--- src/logic/timer_cfg.svh ---
/*
  register indices, field positions, reset values and timing counts of the timer.
  assumes: byte address of a register is four times its index; clock is high_freq_clock.
*/
`ifndef TIMER_CFG_SVH
`define TIMER_CFG_SVH

// register indices
`define IDX_CMP_LO       6'h10
`define IDX_CMP_HI       6'h11
`define IDX_CAP_LO       6'h12
`define IDX_CAP_HI       6'h13
`define IDX_CTRL         6'h26
`define IDX_SYSCTL       6'h30
`define IDX_CNT_LO       6'h31
`define IDX_CNT_HI       6'h32
`define IDX_STATUS       6'h33

// timer_control_register fields
`define CTRL_MODE_POS    0
`define CTRL_CLK_POS     2
`define CTRL_START_POS   4
`define CTRL_SHARED_POS  6
`define CTRL_TFF_POS     7

// system control fields
`define SYS_PSEL_POS     0
`define SYS_LOWSPD_POS   1
`define SYS_STOP_POS     2

// status fields
`define STAT_RUN_POS     0
`define STAT_MATCH_POS   1
`define STAT_CPEND_POS   2
`define STAT_BPEND_POS   3

// reset values
`define RST_TIMER_REG    16'hFFFF
`define RST_CTRL         8'h00
`define RST_SYSCTL       2'h0

// field encodings
`define START_STOP       2'h0
`define START_CMD        2'h1
`define START_RISE       2'h2
`define START_FALL       2'h3
`define MODE_TIMER       2'h0
`define MODE_WINDOW      2'h1
`define MODE_PULSE       2'h2
`define MODE_PPG         2'h3
`define CLK_DIV11        2'h0
`define CLK_DIV7         2'h1
`define CLK_DIV3         2'h2
`define CLK_PIN          2'h3

// timing, in high_freq_clock periods
`define NOISE_REJECT_FC  4
`define EDGE_GUARANTEE_FC 12
`define FILTER_CYCLES    ((`NOISE_REJECT_FC + `EDGE_GUARANTEE_FC) / 2)

`endif

--- src/logic/timer_pkg.sv ---
/*
  types shared by the timer and its input filter.
  assumes: nothing beyond a SystemVerilog compiler.
*/
package timer_pkg;

  typedef enum logic [2:0] {
    ST_IDLE  = 3'b001,
    ST_WAIT  = 3'b010,
    ST_COUNT = 3'b100
  } run_state_e;

  typedef struct packed {
    run_state_e  run;
    logic [15:0] cnt;
    logic [15:0] cmp_eff;
    logic [15:0] cmp_buf;
    logic        cmp_pend;
    logic [15:0] cap_eff;
    logic [15:0] cap_buf;
    logic        cap_pend;
    logic [7:0]  ctrl;
    logic [1:0]  sysctl;
    logic [10:0] pre;
    logic [2:0]  fs_sync;
    logic        fs_lvl;
    logic [2:0]  fs_div;
    logic        match_seen;
    logic        irq;
    logic        ack;
    logic [31:0] rdata;
  } timer_state_s;

  typedef struct packed {
    logic [2:0] sync;
    logic       lvl;
    logic [3:0] cnt;
    logic       rise;
    logic       fall;
  } filt_state_s;

endpackage

--- src/logic/pin_edge_if.sv ---
/*
  filtered level and edge pulses of the timer input pin.
  assumes: both ends run on the same clock.
*/
`timescale 1ns/1ps
interface pin_edge_if;
  logic level;
  logic rise;
  logic fall;
  modport source (output level, output rise, output fall);
  modport sink   (input level, input rise, input fall);
endinterface

--- src/logic/pin_filter.sv ---
/*
  three-stage synchroniser and noise filter for the timer input pin.
  assumes: pin is asynchronous to clock; bypass is a quasi-static level.
*/
`timescale 1ns/1ps
`include "timer_cfg.svh"
module pin_filter #(
  parameter int FILTER_CYCLES = `FILTER_CYCLES
) (
  input  wire logic   clock,           // high_freq_clock
  input  wire logic   reset,           // async, active high
  input  wire logic   timer_input_pin, // raw pin
  input  wire logic   bypass,          // low-speed modes: no filter
  pin_edge_if.source  edges            // filtered level and edges
);
  import timer_pkg::*;

  localparam logic [3:0] LAST = 4'(FILTER_CYCLES - 1);

  filt_state_s s_q;
  filt_state_s s_d;

  always_comb begin
    s_d      = s_q;
    s_d.rise = 1'b0;
    s_d.fall = 1'b0;
    s_d.sync = {s_q.sync[1:0], timer_input_pin};
    // second and third stage agree on a new level
    if (s_q.sync[1] == s_q.sync[2] && s_q.sync[2] != s_q.lvl) begin
      if (bypass || s_q.cnt == LAST) begin
        s_d.lvl  = s_q.sync[2];
        s_d.rise = s_q.sync[2];
        s_d.fall = ~s_q.sync[2];
        s_d.cnt  = 4'h0;
      end else begin
        s_d.cnt = s_q.cnt + 4'h1;
      end
    end else begin
      s_d.cnt = 4'h0;
    end
  end

  always_ff @(posedge clock or posedge reset) begin
    if (reset) begin
      s_q <= '0;
    end else begin
      s_q <= s_d;
    end
  end

  assign edges.level = s_q.lvl;
  assign edges.rise  = s_q.rise;
  assign edges.fall  = s_q.fall;
endmodule

--- src/logic/timer_counter.sv ---
/*
  16-bit up-counter timer: timer and external trigger modes, buffered compare,
  auto-capture, classic wishbone register slave.
  assumes: clock is high_freq_clock; low_freq_clock and timer_input_pin asynchronous.
*/
// What this block does
// - timer registers buffered; new value applied at first source tick after upper write.
// - lower-byte write alone never changes the effective register value.
// - auto-capture works only in timer and event counter modes, not in window mode.
// - stop power mode entry clears start field to stop and halts timer.
// - auto-capture copies counter each source tick; software waits one tick first.
// - timer mode counts source ticks; on match raise interrupt, clear, continue.
// - with auto-capture enabled the running count loads the capture register.
// - external trigger mode starts counting on selected pin edge.
// - external trigger mode match clears, halts and raises interrupt.
// - with trigger stop, opposite edge before match clears and halts silently.
// - with trigger stop, halted counter restarts from zero on next trigger edge.
// - trigger start only: opposite edges and early trigger edges are ignored.
// - pin pulses of four clocks or less rejected; twelve clocks always seen.
// - low-speed modes bypass the noise filter.
// - source clock select: div 2^11 or fs/8, div 2^7, div 2^3, pin.
// - start field: stop and clear, command, rising edge, falling edge.
// - mode field: timer group, window, pulse width, pulse generator.
`timescale 1ns/1ps
`include "timer_cfg.svh"
module timer_counter #(
  parameter int FILTER_CYCLES = `FILTER_CYCLES
) (
  input  wire logic        clock,           // high_freq_clock, 200 MHz
  input  wire logic        reset,           // async, active high
  input  wire logic        wb_cyc,          // wishbone cycle
  input  wire logic        wb_stb,          // wishbone strobe
  input  wire logic        wb_we,           // wishbone write
  input  wire logic [7:0]  wb_adr,          // byte address
  input  wire logic [3:0]  wb_sel,          // byte selects
  input  wire logic [31:0] wb_dat_w,        // write data
  output logic      [31:0] wb_dat_r,        // read data
  output logic             wb_ack,          // acknowledge
  input  wire logic        low_freq_clock,  // fs, asynchronous
  input  wire logic        timer_input_pin, // trigger pin
  output logic             match_interrupt  // one-cycle pulse on match
);
  import timer_pkg::*;

  timer_state_s s_q;
  timer_state_s s_d;

  pin_edge_if pin ();

  pin_filter #(
    .FILTER_CYCLES (FILTER_CYCLES)
  ) u_filter (
    .clock           (clock),
    .reset           (reset),
    .timer_input_pin (timer_input_pin),
    .bypass          (s_q.sysctl[`SYS_LOWSPD_POS]),
    .edges           (pin)
  );

  logic [1:0]  mode;
  logic [1:0]  clk_sel;
  logic [1:0]  start;
  logic        shared_bit;
  logic        low_speed;
  logic        fs_rise;
  logic        tick;
  logic        ext_mode;
  logic        trig;
  logic        opp;
  logic        capture_ok;
  logic        req;
  logic        wr;
  logic [5:0]  idx;
  logic [7:0]  wbyte;
  logic [7:0]  rd;

  always_comb begin
    s_d        = s_q;
    mode       = s_q.ctrl[`CTRL_MODE_POS +: 2];
    clk_sel    = s_q.ctrl[`CTRL_CLK_POS +: 2];
    start      = s_q.ctrl[`CTRL_START_POS +: 2];
    shared_bit = s_q.ctrl[`CTRL_SHARED_POS];
    low_speed  = s_q.sysctl[`SYS_LOWSPD_POS];
    fs_rise    = 1'b0;
    tick       = 1'b0;
    req        = wb_cyc & wb_stb;
    wr         = req & s_q.ack & wb_we & wb_sel[0];
    idx        = wb_adr[7:2];
    wbyte      = wb_dat_w[7:0];
    rd         = 8'h00;
    s_d.irq    = 1'b0;

    // low_freq_clock: three stages, change taken when stages two and three agree
    s_d.fs_sync = {s_q.fs_sync[1:0], low_freq_clock};
    if (s_q.fs_sync[1] == s_q.fs_sync[2] && s_q.fs_sync[2] != s_q.fs_lvl) begin
      s_d.fs_lvl = s_q.fs_sync[2];
      fs_rise    = s_q.fs_sync[2];
    end
    if (fs_rise) begin
      s_d.fs_div = s_q.fs_div + 3'h1;
    end

    // source tick
    s_d.pre = s_q.pre + 11'h001;
    case (clk_sel)
      `CLK_DIV11: begin
        if (low_speed || s_q.sysctl[`SYS_PSEL_POS]) begin
          tick = fs_rise && (s_q.fs_div == 3'h7);
        end else begin
          tick = (s_q.pre == 11'h7FF);
        end
      end
      `CLK_DIV7: tick = !low_speed && (s_q.pre[6:0] == 7'h7F);
      `CLK_DIV3: tick = !low_speed && (s_q.pre[2:0] == 3'h7);
      default:   tick = pin.rise;
    endcase

    // buffered timer registers take effect on a source tick
    if (tick && s_q.cmp_pend) begin
      s_d.cmp_eff  = s_q.cmp_buf;
      s_d.cmp_pend = 1'b0;
    end
    if (tick && s_q.cap_pend) begin
      s_d.cap_eff  = s_q.cap_buf;
      s_d.cap_pend = 1'b0;
    end

    ext_mode = (start == `START_RISE) || (start == `START_FALL);
    trig     = (start == `START_RISE) ? pin.rise : pin.fall;
    opp      = (start == `START_RISE) ? pin.fall : pin.rise;

    case (s_q.run)
      ST_IDLE: begin
        if (mode == `MODE_TIMER && start == `START_CMD) begin
          s_d.run = ST_COUNT;
          s_d.cnt = 16'h0000;
        end else if (mode == `MODE_TIMER && ext_mode) begin
          s_d.run = ST_WAIT;
          s_d.cnt = 16'h0000;
        end
      end
      ST_WAIT: begin
        if (trig) begin
          s_d.run = ST_COUNT;
          s_d.cnt = 16'h0000;
        end
      end
      ST_COUNT: begin
        if (ext_mode && shared_bit && opp) begin
          s_d.run = ST_WAIT;
          s_d.cnt = 16'h0000;
        end else if (tick) begin
          if (s_q.cnt == s_q.cmp_eff) begin
            s_d.cnt        = 16'h0000;
            s_d.irq        = 1'b1;
            s_d.match_seen = 1'b1;
            if (ext_mode) begin
              s_d.run = ST_WAIT;
            end
          end else begin
            s_d.cnt = s_q.cnt + 16'h0001;
          end
        end
      end
      default: begin
        s_d.run = ST_IDLE;
      end
    endcase

    if (start == `START_STOP || mode != `MODE_TIMER) begin
      s_d.run        = ST_IDLE;
      s_d.cnt        = 16'h0000;
      // no match pulse once the start field reads stop
      s_d.irq        = 1'b0;
      s_d.match_seen = s_q.match_seen;
    end

    // auto-capture: timer command mode only; window mode never has run in ST_COUNT
    capture_ok = ((mode == `MODE_TIMER && start == `START_CMD) ||
                  mode == `MODE_WINDOW);
    if (shared_bit && capture_ok && tick && s_q.run == ST_COUNT) begin
      s_d.cap_eff = s_q.cnt;
    end

    // register read mux
    case (idx)
      `IDX_CMP_LO: rd = s_q.cmp_eff[7:0];
      `IDX_CMP_HI: rd = s_q.cmp_eff[15:8];
      `IDX_CAP_LO: rd = s_q.cap_eff[7:0];
      `IDX_CAP_HI: rd = s_q.cap_eff[15:8];
      `IDX_CTRL:   rd = s_q.ctrl;
      `IDX_SYSCTL: rd = {6'h00, s_q.sysctl};
      `IDX_CNT_LO: rd = s_q.cnt[7:0];
      `IDX_CNT_HI: rd = s_q.cnt[15:8];
      `IDX_STATUS: rd = {4'h0, s_q.cap_pend, s_q.cmp_pend, s_q.match_seen,
                         (s_q.run == ST_COUNT)};
      default:     rd = 8'h00;
    endcase

    // wishbone: ack one cycle after request, write commits on the ack edge
    s_d.ack = req & ~s_q.ack;
    if (req && !s_q.ack) begin
      s_d.rdata = {24'h00_0000, rd};
    end
    if (wr) begin
      case (idx)
        `IDX_CMP_LO: s_d.cmp_buf[7:0] = wbyte;
        `IDX_CMP_HI: begin
          s_d.cmp_buf[15:8] = wbyte;
          s_d.cmp_pend      = 1'b1;
        end
        `IDX_CAP_LO: begin
          if (mode == `MODE_PPG) begin
            s_d.cap_buf[7:0] = wbyte;
          end
        end
        `IDX_CAP_HI: begin
          if (mode == `MODE_PPG) begin
            s_d.cap_buf[15:8] = wbyte;
            s_d.cap_pend      = 1'b1;
          end
        end
        `IDX_CTRL: s_d.ctrl = wbyte;
        `IDX_SYSCTL: begin
          s_d.sysctl = wbyte[1:0];
          if (wbyte[`SYS_STOP_POS]) begin
            s_d.ctrl[`CTRL_START_POS +: 2] = `START_STOP;
          end
        end
        `IDX_STATUS: begin
          // set wins over clear
          if (wbyte[`STAT_MATCH_POS] && !s_d.irq) begin
            s_d.match_seen = 1'b0;
          end
        end
        default: begin
        end
      endcase
    end
  end

  always_ff @(posedge clock or posedge reset) begin
    if (reset) begin
      s_q            <= '0;
      s_q.run        <= ST_IDLE;
      s_q.cmp_eff    <= `RST_TIMER_REG;
      s_q.cmp_buf    <= `RST_TIMER_REG;
      s_q.cap_eff    <= `RST_TIMER_REG;
      s_q.cap_buf    <= `RST_TIMER_REG;
      s_q.ctrl       <= `RST_CTRL;
      s_q.sysctl     <= `RST_SYSCTL;
    end else begin
      s_q <= s_d;
    end
  end

  assign wb_dat_r        = s_q.rdata;
  assign wb_ack          = s_q.ack;
  assign match_interrupt = s_q.irq;
endmodule

--- config.mk ---
export PLATFORM = sky130hd
export DESIGN_NAME = timer_counter
export DESIGN_NICKNAME = d
export VERILOG_FILES = /design/src/logic/timer_pkg.sv /design/src/logic/pin_edge_if.sv /design/src/logic/pin_filter.sv /design/src/logic/timer_counter.sv
export VERILOG_INCLUDE_DIRS = /design/src /design/src/logic
export SDC_FILE = /design/constraint.sdc
export NUM_CORES = 1
export LEC_CHECK = 0
export BUFFER_PORTS_ARGS = -buffer_cell sky130_fd_sc_hd__buf_2
export CAP_MARGIN = 5
export CORE_AREA = 2 2 124 126
export CTS_CLUSTER_SIZE = 20
export DETAILED_ROUTE_END_ITERATION = 10
export DIE_AREA = 0 0 126 128
export PLACE_DENSITY_LB_ADDON = 0.05
export RECOVER_POWER = 25
export SLEW_MARGIN = 20
export SYNTH_ARGS = -nofsm -noshare
export SYNTH_HDL_FRONTEND = slang
export SYNTH_HIERARCHICAL = 1
export SYNTH_SLANG_ARGS = --single-unit
--- constraint.sdc ---
create_clock -name clock -period 5.6 [get_ports clock]
set_clock_uncertainty 0.05 [all_clocks]
set_input_delay 1.12 -clock clock [delete_from_list [all_inputs] [get_ports clock]]
set_output_delay 1.12 -clock clock [all_outputs]
set_load 0.005 [all_outputs]
# After elaboration in Yosys (flattened, before gate mapping)
# Cells that the tools add are included.
# word_totals
register_bits,134
rom_bits,0
elab_cells,156
latchBits,0
mem_bits_rw,0
memories,0
# classes
div_mod_pow,0
eq_ne,35
mul,0
order_cmp,0
bitwise_logic,7
n_reduce_logical,41
muxes,43
addsub,4
n_shift,0
# op_table
operator,n
2-to-1 mux 19 bit,6
one-hot mux 8 bit (9 select lines),1
2-to-1 mux 16 bit,3
one-hot mux 16 bit (3 select lines),1
equality test 6 bit (second input constant),5
equality test 6 x 5 -> 1 bit (second input constant),4
2-to-1 mux 2 bit,10
adder 16 x 1 -> 16 bit (second input constant),1
equality test 16 bit,1
logical AND 1 bit,16
!= test 4 bit (second input constant),4
2-to-1 mux 1 bit,13
2-to-1 mux 4 bit,3
adder 11 x 1 -> 11 bit (second input constant),1
equality test 11 bit (second input constant),1
2-to-1 mux 11 bit,1
AND reduction 2 bit,5
equality test 3 bit (second input constant),3
one-hot mux 3 bit (3 select lines),1
AND reduction 3 bit,3
equality test 2 bit (second input constant),4
equality test 7 bit (second input constant),1
equality test 2 x 1 -> 1 bit (second input constant),3
logical NOT 2 bit,3
other kinds (20),36

# Logic depth before layout (Yosys ltp)
# depth
ltp_word,15
mapped_depth,9
mapped_depth_nobuf,7

# Modules after synthesis
# Netlist, hierarchy kept.
# modules_own_cells
module,area_per_inst_um2,n_inst,cells_each,seq_area_each_um2
timer_counter,6834.1,1,588,3184.3
pin_filter,395.4,1,33,250.2

# Least setup slack after synthesis
# No wires, ideal clock.
# synth_timing
kind,input port to flip-flop
start,in wb_adr[2]
end,"reg s_q, in the netlist wb_dat_r[4]"
path_stages,8
setup_ps,121
t_arrival_ps,2461
path_slack_ps,2968
t_required_ps,5429
path_cell_list,clkbuf_1 nor2b_1 buf_2 and2_1 clkbuf_1 a222oi_1 o21ai_0 a22o_1
# synth_via
elab_chain_len,2
word_cells_on_any_way,10
# synth_rtl
element,line,text
start: declaration,timer_counter.sv:34,"input wire logic [7:0] wb_adr,"
equality test 6 bit / equality test 6 x 5 -> 1 bit (equally long branches),timer_counter.sv:186,case (idx)
one-hot mux 8 bit (9 select lines) (*),timer_counter.sv:186,
end: declaration,timer_counter.sv:45,timer_state_s s_q;
# Mark *: on every way between the ends. The rest lies on a longest branch, timed or not.
# A chain may end at the register's enable or synchronous reset.

==> run_results.csv <==
group,metric,value,unit
run_status,status,"complete, but fails checks",
run_status,violations,"capacitance limit, slew limit",
cells_and_area,finalNonFillerCells,831,
die,io_pins,85,
synthesis,seq_area_frac_synth,0.475,
placed_design,numPortBuffers,31,
power_and_ir_drop,peakVddDrop,0.197,mV
synthesis,netlist_area,7230,um^2
clock_tree,cts_hold_buf,0,
clock_tree,path_clk_slew,0.06,ns
sta,setup_violations,0,
sta,finalSetupTns,0,ns
cells_and_area,drive_gt1_frac,0.367,
drt,via_per_inst,5.91,
synthesis,syn_avg_cell_area,11.6,um^2
die,floorplan.die_area,16100,um^2
placed_design,postPlaceCellArea,7330,um^2
die,die_w,126,um
drt,ant_nets,0,
setup_path,cp-end-kind,"asynchronous set/reset pin",
hold_path,hold_path.class,"reg2reg",
synthesis,ys_ff_latch,134,
placed_design,dp.cells,799,
cells_and_area,area_growth,8.93,%
setup_path,cp.arrival,3.95,ns
placed_design,hpwl,12000,um
sta,min_period,3.49,ns
synthesis,yosysUniqueCellTypes,72,
sta,tightestPinTransition,3.52,ns
setup_path,cp_data_required_time,6.06,ns
clock_tree,clock_sinks,134,
clock_tree,cts-root-buf,"clkbuf_16",
cells_and_area,antennaDiodeCount,0,
sta,fmax,286,MHz
clock_tree,post_cts_resized,0,
die,core,14900,um^2
power_and_ir_drop,p_leak,3.56,nW
synthesis,synth_edf_count,0,
sta,slew_headroom,-1.36,
cells_and_area,design_area,7880,um^2
drt,vias,4913,
setup_path,critical_path.startpoint_type,"input pin",
grt,grt-ovfl-total,0,
synthesis,async_flop_share,1.00,
grt,grt_max_degree,80,
grt,grt_pass1_vias,4787,
drt,first_iter_violations,443,
drt,drtPass1Iterations,5,
drt,totalWireLength,17100,um
cells_and_area,fin_nets,690,
setup_path,criticalPathCategory,"in2async",
drt,wl_met3,799,um
clock_tree,post_cts_buffers,0,
clock_tree,cts_buffers,17,
synthesis,synth_warnings,6,
sta,finalCritPeriodShare,0.624,
clock_tree,cts.path.max_buffers,2,
drt,wire_per_inst,20.5,um
synthesis,synthCells,621,
cells_and_area,layout_commonest_cell,"mux2_2",
clock_tree,cts_htree_levels,4,
synthesis,synthFlopType,"dfrtp_1",
drt,wirelength_met1,8200,um
die,rows,45,
placed_design,gp_congestion,0.885,
setup_path,crit_fanout,79,
sta,maxSlewViolCount,80,
drt,top_layer,"met4",
cells_and_area,layout_common_cells,"mux2_2, dfrtp_1, dfstp_2, nand2_1, buf_2",
grt,track_usage,0.218,
drt,met2_length,7860,um
grt,grt_pass1_wl,27000,um
grt,antenna_found_initial,0,
die,start_util,0.486,
sta,whs,0.296,ns
clock_tree,cts_tree,"built",
drt,drc,0,
die,die-height,128,um
clock_tree,clk_latency,0.41,ns
sta,timing_hold_violations_final,0,
run,cap_violations,1,
power_and_ir_drop,powerDensity,275,nW/um^2
sta,rsz0062_at_grt,"no",
==> stage by stage <==
| stage | setup WS, ns | power (W) | util |
|---|---|---|---|
| after floorplan | 1.24 | 0.00111 | - |
| after CTS | 2.49 | 0.00218 | 0.531 |
| after global placement | 2.10 | 0.00113 | 0.492 |
| after detailed placement | 2.06 | 0.00114 | 0.493 |
| after global routing | 1.52 | 0.00224 | 0.530 |
| final | 2.11 | 0.00216 | 0.530 |
==> flip-flops by register name (all words and copies together) (netlist names) <==
name                  cells
u_filter/edges.fall       1
u_filter/s_d              2
u_filter/s_q              5
clk_sel                   2
mode                      2
wb_ack                    1
s_q                     107
low_speed                 1
s_d                       2
u_filter/edges.level      1
u_filter/edges.rise       1
match_interrupt           1
wb_dat_r                  8
==> routing by layer <==
metal / up-vias / global-route usage
li1: 2258 / -
met1: 2503 / 0.317
met2: 136 / 0.335
met3: 16 / 0.0459
met4: 0 / 0.0556
met5: - / 0
==> worst max-delay path: stages <==
cell and delay (ns):
clkbuf_1 0.09, clkinvlp_2 1.97, buf_4 0.74
==> Yosys cell counts, types with 11 or more instances <==
cell type,instances,share of area
mux2i_1,15,0.021
clkbuf_1,16,0.0083
dfstp_2,65,0.24
o21ai_0,19,0.013
a22o_1,13,0.016
buf_2,15,0.010
mux2_4,12,0.025
nor4_1,17,0.015
nor2_1,21,0.011
xor2_1,17,0.021
mux2_2,74,0.12
nor3_1,11,0.0076
dfrtp_1,69,0.24
a211o_1,14,0.017
nand2_1,37,0.019
nand3_1,17,0.012
inv_1,12,0.0062
buf_4,32,0.033
==> logic make-up after synthesis <==
logic type	after synthesis	synth area share
compound gates	97	0.106
xor+xnor	26	0.0315
fa+ha+maj	10	0.0170
buf+inv	79	0.0633
flops	134	0.475
mux	102	0.163
other cells	1	0.000519
simple gates	172	0.144
==> report_power, final <==
group / switching (W) / total [W] / internal (W)
Sequential: 0.0000179 / 0.00101 / 0.000995
Clock: 0.000442 / 0.00104 / 0.000599
Combinational: 0.0000729 / 0.000110 / 0.0000374
Total: 0.000532 / 0.00216 / 0.00163
==> area by class of cell <==
cell class              count  area, um^2
clock buffers              20         458
multi-input cells         431        3420
inverters                  12        46.3
clock inverters            12        96.3
fillers                  1320        6990
well taps                 188         235
repair buffers             34         184
flip-flops and latches    134        3430
==> path summary, 6_finish.rpt <==
path	from	to	slack [ns]	cells after the start
min	u_filter/s_d[8]	u_filter/s_d[9]	0.30	0
min reg2reg	u_filter/s_d[8]	u_filter/s_d[9]	0.30	0
min in group asynchronous	reset	u_filter/s_q[9]	0.63	2
max reg2reg	clk_sel[0]	s_q[80]	2.70	7
max	reset	s_q[71]	2.11	3
max in group clock	wb_adr[3]	s_q[62]	2.39	5
Power figures use the tool's default switching activity.
